**src/pkg/tebf_defines.vh**
```
// constants for the event block formatter: tags, field positions, resets
// assumes inclusion by bare name from the formatter design file
`ifndef TEBF_DEFINES_VH
`define TEBF_DEFINES_VH

`define TEBF_WORD_W 32
`define TEBF_DEF_BIT 31
`define TEBF_TAG_LO 27
`define TEBF_TAG_W 4
`define TEBF_PAY_W 27
`define TEBF_CONT_W 31

`define TEBF_TAG_BLK_HDR 4'h0
`define TEBF_TAG_BLK_TRL 4'h1
`define TEBF_TAG_EVT_HDR 4'h2
`define TEBF_TAG_TRIG_TIME 4'h3
`define TEBF_TAG_HIT 4'h8
`define TEBF_TAG_NOT_VALID 4'he
`define TEBF_TAG_FILLER 4'hf

`define TEBF_GEO_LO 22
`define TEBF_GEO_W 5
`define TEBF_NEVT_LO 10
`define TEBF_NEVT_W 12
`define TEBF_BNUM_LO 0
`define TEBF_BNUM_W 10
`define TEBF_NWRD_LO 0
`define TEBF_NWRD_W 22
`define TEBF_ACC_W 27

`define TEBF_STAMP_W 48
`define TEBF_HALF_W 24
`define TEBF_CHAN_LO 16
`define TEBF_CHAN_W 7
`define TEBF_HTIME_LO 0
`define TEBF_HTIME_W 16

`define TEBF_STAMP_RST 48'h000000000000
`define TEBF_ACC_RST 27'h0000000
`define TEBF_BNUM_RST 10'h000
`define TEBF_PAD2_MASK 2'h1
`define TEBF_PAD4_MASK 2'h3

`endif

```
**src/hw/tebf_formatter.v**
```verilog
// event block formatter: turns triggers and channel hits into tagged words
// assumes trigger, hit and config inputs come from logic on clk, the
// slot pins from the backplane, and a reader that may stall out_ready
`timescale 1ns/1ps
`include "tebf_defines.vh"

module tebf_formatter #(
  parameter GEO_W = `TEBF_GEO_W,
  parameter NEVT_W = `TEBF_NEVT_W,
  parameter CHAN_W = `TEBF_CHAN_W,
  parameter HTIME_W = `TEBF_HTIME_W
)(
  input wire clk,
  input wire reset,
  input wire [GEO_W-1:0] geo_pin,
  input wire [NEVT_W-1:0] blk_events,
  input wire pad_to_four,
  input wire trig_valid,
  output wire trig_ready,
  input wire hit_valid,
  output wire hit_ready,
  input wire [CHAN_W-1:0] hit_chan,
  input wire [HTIME_W-1:0] hit_time,
  input wire hits_done,
  output wire hits_done_ready,
  input wire flush,
  output wire flush_ready,
  output wire [`TEBF_WORD_W-1:0] out_data,
  output wire out_valid,
  input wire out_ready,
  output wire block_open,
  output wire [`TEBF_STAMP_W-1:0] stamp
);

  localparam [3:0] S_IDLE = 4'h0;
  localparam [3:0] S_BHDR = 4'h1;
  localparam [3:0] S_EHDR = 4'h2;
  localparam [3:0] S_TIME1 = 4'h3;
  localparam [3:0] S_TIME2 = 4'h4;
  localparam [3:0] S_HITS = 4'h5;
  localparam [3:0] S_TRL = 4'h6;
  localparam [3:0] S_FILL = 4'h7;
  localparam [3:0] S_DNV = 4'h8;

  // builds a defining word; all defining words go through here
  function [`TEBF_WORD_W-1:0] mk_def;
    input [`TEBF_TAG_W-1:0] tag;
    input [`TEBF_PAY_W-1:0] pay;
    begin
      mk_def = {1'b1, tag, pay};
    end
  endfunction

  // builds a continuation word for the last defined type
  function [`TEBF_WORD_W-1:0] mk_cont;
    input [`TEBF_CONT_W-1:0] pay;
    begin
      mk_cont = {1'b0, pay};
    end
  endfunction

  reg [3:0] state_ff;
  reg [3:0] nxt_state;
  reg [`TEBF_WORD_W-1:0] out_data_ff;
  reg [`TEBF_WORD_W-1:0] nxt_out_data;
  reg out_valid_ff;
  reg nxt_out_valid;
  reg [`TEBF_STAMP_W-1:0] stamp_ff;
  reg [`TEBF_STAMP_W-1:0] tstamp_ff;
  reg [`TEBF_STAMP_W-1:0] nxt_tstamp;
  reg [`TEBF_ACC_W-1:0] acc_ff;
  reg [`TEBF_ACC_W-1:0] nxt_acc;
  reg [`TEBF_BNUM_W-1:0] bnum_ff;
  reg [`TEBF_BNUM_W-1:0] nxt_bnum;
  reg [NEVT_W-1:0] evt_ff;
  reg [NEVT_W-1:0] nxt_evt;
  reg [NEVT_W-1:0] nevt_ff;
  reg [NEVT_W-1:0] nxt_nevt;
  reg [`TEBF_NWRD_W-1:0] wcnt_ff;
  reg [`TEBF_NWRD_W-1:0] nxt_wcnt;
  reg pad4_ff;
  reg nxt_pad4;
  reg [GEO_W-1:0] geo_s1_ff;
  reg [GEO_W-1:0] geo_ff;
  reg [GEO_W-1:0] geo_blk_ff;
  reg [GEO_W-1:0] nxt_geo_blk;

  wire can_emit;
  wire [NEVT_W-1:0] evt_inc;
  wire [1:0] pad_mask;
  wire [`TEBF_PAY_W-1:0] bhdr_pay;
  wire [`TEBF_PAY_W-1:0] btrl_pay;
  wire [`TEBF_PAY_W-1:0] hit_pay;
  wire [`TEBF_NWRD_W-1:0] wcnt_inc;

  // output slot frees when empty or when the reader takes the word
  assign can_emit = !out_valid_ff || out_ready;
  assign evt_inc = evt_ff + {{(NEVT_W-1){1'b0}}, 1'b1};
  assign wcnt_inc = wcnt_ff + {{(`TEBF_NWRD_W-1){1'b0}}, 1'b1};
  assign pad_mask = pad4_ff ? `TEBF_PAD4_MASK : `TEBF_PAD2_MASK;

  // slot latched per block so header and trailer always agree
  assign bhdr_pay = {geo_blk_ff, nevt_ff, bnum_ff};
  assign btrl_pay = {geo_blk_ff, wcnt_inc};
  assign hit_pay = {{(`TEBF_PAY_W-CHAN_W-HTIME_W-`TEBF_CHAN_LO+HTIME_W){1'b0}},
                    hit_chan, hit_time};

  // one event at a time; the next trigger waits for the window close
  assign trig_ready = (state_ff == S_IDLE);
  assign hit_ready = (state_ff == S_HITS) && can_emit;
  assign hits_done_ready = (state_ff == S_HITS) && !hit_valid;
  // refused inside a block so a not-valid word never splits one
  assign flush_ready = (state_ff == S_IDLE) && !trig_valid &&
                       (evt_ff == {NEVT_W{1'b0}});
  assign out_data = out_data_ff;
  assign out_valid = out_valid_ff;
  assign block_open = (evt_ff != {NEVT_W{1'b0}}) || (state_ff != S_IDLE);
  assign stamp = stamp_ff;

  // backplane slot pins are asynchronous; two stages before use
  always @(posedge clk)
  begin
    geo_s1_ff <= geo_pin;
    geo_ff <= geo_s1_ff;
  end

  // free-running timestamp; time zero is the release of reset
  always @(posedge clk)
  begin
    if (reset)
    begin
      stamp_ff <= `TEBF_STAMP_RST;
    end
    else
    begin
      stamp_ff <= stamp_ff + {{(`TEBF_STAMP_W-1){1'b0}}, 1'b1};
    end
  end

  always @*
  begin
    nxt_state = state_ff;
    nxt_out_data = out_data_ff;
    nxt_out_valid = out_valid_ff && !out_ready;
    nxt_tstamp = tstamp_ff;
    nxt_acc = acc_ff;
    nxt_bnum = bnum_ff;
    nxt_evt = evt_ff;
    nxt_nevt = nevt_ff;
    nxt_wcnt = wcnt_ff;
    nxt_pad4 = pad4_ff;
    nxt_geo_blk = geo_blk_ff;
    case (state_ff)
      S_IDLE:
      begin
        if (trig_valid)
        begin
          // time and number are frozen at acceptance, not at emission
          nxt_tstamp = stamp_ff;
          nxt_acc = acc_ff + {{(`TEBF_ACC_W-1){1'b0}}, 1'b1};
          if (evt_ff == {NEVT_W{1'b0}})
          begin
            // size fixed at block start so the header count is exact
            nxt_nevt = (blk_events == {NEVT_W{1'b0}}) ?
                       {{(NEVT_W-1){1'b0}}, 1'b1} : blk_events;
            nxt_pad4 = pad_to_four;
            nxt_geo_blk = geo_ff;
            nxt_state = S_BHDR;
          end
          else
          begin
            nxt_state = S_EHDR;
          end
        end
        else if (flush && evt_ff == {NEVT_W{1'b0}})
        begin
          nxt_state = S_DNV;
        end
      end
      S_BHDR:
      begin
        if (can_emit)
        begin
          nxt_out_data = mk_def(`TEBF_TAG_BLK_HDR, bhdr_pay);
          nxt_out_valid = 1'b1;
          nxt_wcnt = {{(`TEBF_NWRD_W-1){1'b0}}, 1'b1};
          nxt_state = S_EHDR;
        end
      end
      S_EHDR:
      begin
        if (can_emit)
        begin
          nxt_out_data = mk_def(`TEBF_TAG_EVT_HDR, acc_ff);
          nxt_out_valid = 1'b1;
          nxt_wcnt = wcnt_inc;
          nxt_state = S_TIME1;
        end
      end
      S_TIME1:
      begin
        if (can_emit)
        begin
          nxt_out_data = mk_def(`TEBF_TAG_TRIG_TIME,
            {3'h0, tstamp_ff[`TEBF_STAMP_W-1:`TEBF_HALF_W]});
          nxt_out_valid = 1'b1;
          nxt_wcnt = wcnt_inc;
          nxt_state = S_TIME2;
        end
      end
      S_TIME2:
      begin
        if (can_emit)
        begin
          nxt_out_data = mk_cont({7'h00,
            tstamp_ff[`TEBF_HALF_W-1:0]});
          nxt_out_valid = 1'b1;
          nxt_wcnt = wcnt_inc;
          nxt_state = S_HITS;
        end
      end
      S_HITS:
      begin
        // a pending hit always goes out before the window close
        if (hit_valid)
        begin
          if (can_emit)
          begin
            nxt_out_data = mk_def(`TEBF_TAG_HIT, hit_pay);
            nxt_out_valid = 1'b1;
            nxt_wcnt = wcnt_inc;
          end
        end
        else if (hits_done)
        begin
          nxt_evt = evt_inc;
          nxt_state = (evt_inc == nevt_ff) ? S_TRL : S_IDLE;
        end
      end
      S_TRL:
      begin
        if (can_emit)
        begin
          nxt_out_data = mk_def(`TEBF_TAG_BLK_TRL, btrl_pay);
          nxt_out_valid = 1'b1;
          nxt_wcnt = wcnt_inc;
          nxt_evt = {NEVT_W{1'b0}};
          // block number wraps; readers align on the low bits only
          nxt_bnum = bnum_ff + {{(`TEBF_BNUM_W-1){1'b0}}, 1'b1};
          nxt_state = S_FILL;
        end
      end
      S_FILL:
      begin
        // word count keeps running here only to steer the padding
        if ((wcnt_ff[1:0] & pad_mask) == 2'h0)
        begin
          nxt_state = S_IDLE;
        end
        else if (can_emit)
        begin
          nxt_out_data = mk_def(`TEBF_TAG_FILLER,
                                {`TEBF_PAY_W{1'b0}});
          nxt_out_valid = 1'b1;
          nxt_wcnt = wcnt_inc;
        end
      end
      S_DNV:
      begin
        // stands alone, outside any block and any tally
        if (can_emit)
        begin
          nxt_out_data = mk_def(`TEBF_TAG_NOT_VALID,
                                {`TEBF_PAY_W{1'b0}});
          nxt_out_valid = 1'b1;
          nxt_state = S_IDLE;
        end
      end
      default:
      begin
        nxt_state = S_IDLE;
      end
    endcase
  end

  always @(posedge clk)
  begin
    if (reset)
    begin
      state_ff <= S_IDLE;
      out_data_ff <= {`TEBF_WORD_W{1'b0}};
      out_valid_ff <= 1'b0;
      tstamp_ff <= `TEBF_STAMP_RST;
      acc_ff <= `TEBF_ACC_RST;
      bnum_ff <= `TEBF_BNUM_RST;
      evt_ff <= {NEVT_W{1'b0}};
      nevt_ff <= {{(NEVT_W-1){1'b0}}, 1'b1};
      wcnt_ff <= {`TEBF_NWRD_W{1'b0}};
      pad4_ff <= 1'b0;
      geo_blk_ff <= {GEO_W{1'b0}};
    end
    else
    begin
      state_ff <= nxt_state;
      out_data_ff <= nxt_out_data;
      out_valid_ff <= nxt_out_valid;
      tstamp_ff <= nxt_tstamp;
      acc_ff <= nxt_acc;
      bnum_ff <= nxt_bnum;
      evt_ff <= nxt_evt;
      nevt_ff <= nxt_nevt;
      wcnt_ff <= nxt_wcnt;
      pad4_ff <= nxt_pad4;
      geo_blk_ff <= nxt_geo_blk;
    end
  end

endmodule

```
**config.mk**
```make
export PLATFORM = sky130hd
export DESIGN_NAME = tebf_formatter
export DESIGN_NICKNAME = d
export VERILOG_FILES = /design/src/hw/tebf_formatter.v
export VERILOG_INCLUDE_DIRS = /design/src /design/src/pkg
export SDC_FILE = /design/constraint.sdc
export NUM_CORES = 1
export LEC_CHECK = 0
export CAP_MARGIN = 10
export CORE_ASPECT_RATIO = 1.4
export CORE_UTILIZATION = 50
export CTS_CLUSTER_SIZE = 30
export DETAILED_ROUTE_END_ITERATION = 10
export DONT_BUFFER_PORTS = 1
export GPL_TIMING_DRIVEN = 0
export PLACE_DENSITY_LB_ADDON = 0.25
export SLEW_MARGIN = 15
export SYNTH_ARGS = -nofsm -noshare
export SYNTH_HDL_FRONTEND = slang
export SYNTH_SLANG_ARGS = --single-unit
```
**constraint.sdc**
```tcl
create_clock -name clk -period 4.1 [get_ports clk]
set_input_delay 0.82 -clock clk [delete_from_list [all_inputs] [get_ports clk]]
set_output_delay 0.82 -clock clk [all_outputs]
set_load 0.05 [all_outputs]
```
==> flow_summary.toml <==
[timing]
fmax_mhz = 252
hold_viol = 0
finalMaxSlewViolations = 0
worstMarginPinSlew_ps = 1270
slew_headroom_pct = 14.5
setup_tns_ps = 0
post-route-min-period_ps = 3970
setup_viol = 0
rsz0062_at_grt = "no"
fin_crit_sh_pct = 96.9
fin_skew_ps = 10.5
hold_ws_ps = 324

[run_status]
status = "completed"

[cells_and_area]
multi_input_area_um2 = 5950
layout.area.seq_um2 = 4640
fin_area_um2 = 12200
fillers = 2132
stdcell_count = 1705
layout_commonest_cell = "dfxtp_1"
final_cell_mix = "dfxtp_1, nor2_1, nand2_1"
areaGrowthSynthToFinish_pct = 10.6
nNetsFinal = 1444
drive_gt1_share_pct = 5.05

[power_and_ir_drop]
pwr-share-comb_pct = 18.1
switching_share_pct = 34.4
power_frac_clock_pct = 36.4
p_seq_share_pct = 45.5
internal_power_mw = 3.98
power_density_nw_per_um2 = 496
peakVddDrop_mv = 0.290
switchingPower_mw = 2.09
leakage_nw = 3.99

[cts]
cts_buffer_depth = 3
clk_latency_ps = 520
cts_num_sinks = 232
post_cts_buffers = 0
cts_buffers = 23
path_clk_slew_ps = 60
cts_tree = "built"
htreeDepth = 1
ctsRootBufferMaster = "clkbuf_16"

[floorplanning]
io_pins = 134
die_h_um = 178
num_rows = 64
start_util_pct = 50.7
die_area_um2 = 22700
die_x_um = 128
coreArea_um2 = 21800

[synthesis]
syn_avg_cell_area_um2 = 8.10
synth.yosys.seq_area_share_pct = 42.0
synth_cells = 1365
ys.flop_type = "dfxtp_1"
ys_types = 66
async_reset_ff_share_pct = 0
syn_nets = 1419
synth_edf_count = 0
yosys_warnings = 0
synth_area_um2 = 11100
ys_seq_elements = 232

[global_routing]
grt_pass1_wl_um = 56300
overflow = 0
grt_max_degree = 16
grt_pass1_vias = 9489
track_usage_pct = 33.1
antenna_found_initial = 0

[setup_path]
timing.rr.start = "state_ff[1]"
cp_num_buf_inv = 1
r2r_end = "out_data[5]"
critPathLaunchType = "register"
critPathTopFamily = "simple AND/OR/NAND/NOR gates"
path_max_fanout = 8
worstPathArrival_ps = 3150
crit_chain = "inv_1 -> ha_1 -> or4b_1 -> nor4_1 -> nand2_1 -> nor2_2"
critical_path_required_ps = 3280
slowest_delay_ps = 570
criticalPathCategory = "register to output port"
worstRegToRegCells = 8
cp-end-kind = "output port"
slowest_stage = "nor2_2"
reg2reg_slack_ps = 800

[min_path]
holdPathStages = 0
holdPathEnd = "geo_s1_ff[4]"
hp-start = "geo_pin[4]"
hold_class = "input port to register"

[route]
wirelength_um = 38000
postRouteAntennaNets = 0
wire_per_inst_um = 22.3
dr.pass1.iters = 6
drc = 0
vias = 10300
viasPerCell = 6.04
drt-initial-drc-count = 835

[placed_design]
gp_congestion = 1.03
postPlaceCellArea_um2 = 11400
io_buffers = 0
dpl.cell_count = 1662
dp_hpwl_um = 29000

[run]
cap_violations = 0
state kept, by name, summed over array words and instances (netlist names):
name and cells:
geo_blk_ff 5, pad4_ff 1, stamp 48, tstamp_ff 48, out_valid 1, wcnt_ff 22
state_ff 4, geo_ff 5, out_data 32, evt_ff 12, nevt_ff 12, bnum_ff 10
geo_s1_ff 5, acc_ff 27
final cells by class:
cell class	instances	share of cell area, %
Buffer	92	3.05
Sequential cell	232	38.0
Clock buffer	29	5.14
Antenna cell	1	0.0205
Inverter	27	0.829
Clock inverter	13	1.27
Multi-Input combinational cell	1014	48.7
Tap cell	297	3.04
kinds of logic after synthesis:
group	count (synthesis)	synth area share (%)
multiplexers	19	1.72
AO/OA/AOI/OAI	305	17.4
adder cells (fa/ha/maj)	6	0.679
buffers and inverters	119	4.29
flip-flops	232	42.0
AND/OR/NAND/NOR	580	25.7
XOR/XNOR	104	8.24
metal layers:
| layer | wire [um] | GRT usage (%) | up-vias | part of all wire, % |
|---|---|---|---|---|
| li1 | - | - | 4886 | - |
| met1 | 14600 | 38.1 | 4898 | 38 |
| met2 | 18700 | 58.1 | 414 | 49 |
| met3 | 2620 | 5.97 | 97 | 6.9 |
| met4 | 2120 | 17.9 | 0 | 5.6 |
| met5 | 0 | 0 | - | 0 |
Yosys cell counts, types with 7 or more instances:
library cell / n / share of area [%]
a211oi_1: 9 / 0.61
a21o_1: 11 / 0.75
a21oi_1: 128 / 5.8
a221oi_1: 12 / 0.95
a22oi_1: 35 / 2.4
a31oi_1: 11 / 0.62
and2_1: 7 / 0.40
and3_1: 16 / 0.91
and4_1: 11 / 0.87
buf_2: 10 / 0.45
clkbuf_1: 75 / 2.5
dfxtp_1: 232 / 42
inv_1: 26 / 0.88
mux2i_1: 19 / 1.7
nand2_1: 161 / 5.5
nand2b_1: 9 / 0.51
nand3_1: 45 / 2.0
nand3b_1: 12 / 0.82
nand4_1: 25 / 1.4
nor2_1: 168 / 5.7
nor2b_1: 10 / 0.57
nor3_1: 49 / 2.2
nor4_1: 18 / 1.0
o2111ai_1: 9 / 0.71
o211ai_1: 18 / 1.2
o21ai_0: 38 / 1.7
or3_1: 20 / 1.1
xnor2_1: 66 / 5.2
xor2_1: 38 / 3.0
metrics by stage:
step / total power, mW / setup slack (ps) / util, %
global placement: 3.87 / 450 / 52.4
finish: 6.07 / 128 / 56.1
global route: 6.25 / 68.4 / 56.1
detailed placement: 3.88 / 483 / 52.5
floorplan: 3.51 / 826 / -
CTS: 6.06 / 149 / 56.1
timing repair:
item | CTS | global route
hold buffers | 0 | 0
endpoints found under the setup margin | 1 | 0
resized for setup | 1 | 0
worst max path at each step:
stage	from	endpoint	slack, ps	cells past startpoint
CTS	evt_ff[0]	flush_ready	150	6
global route	evt_ff[0]	flush_ready	70	6
floorplan	evt_ff[0]	flush_ready	830	6
detailed placement	evt_ff[0]	flush_ready	480	6
finish	evt_ff[0]	flush_ready	130	6
global placement	evt_ff[0]	flush_ready	450	6
power groups by stage:
stage | clock network, mW | logic (mW) | registers [mW]
global route | 2.31 | 1.17 | 2.77
detailed placement | 0 | 1.07 | 2.81
floorplan | 0 | 0.748 | 2.76
global placement | 0 | 1.06 | 2.80
CTS | 2.23 | 1.08 | 2.76
finish | 2.21 | 1.10 | 2.76
Note: power is estimated with default switching activity, not from simulation.
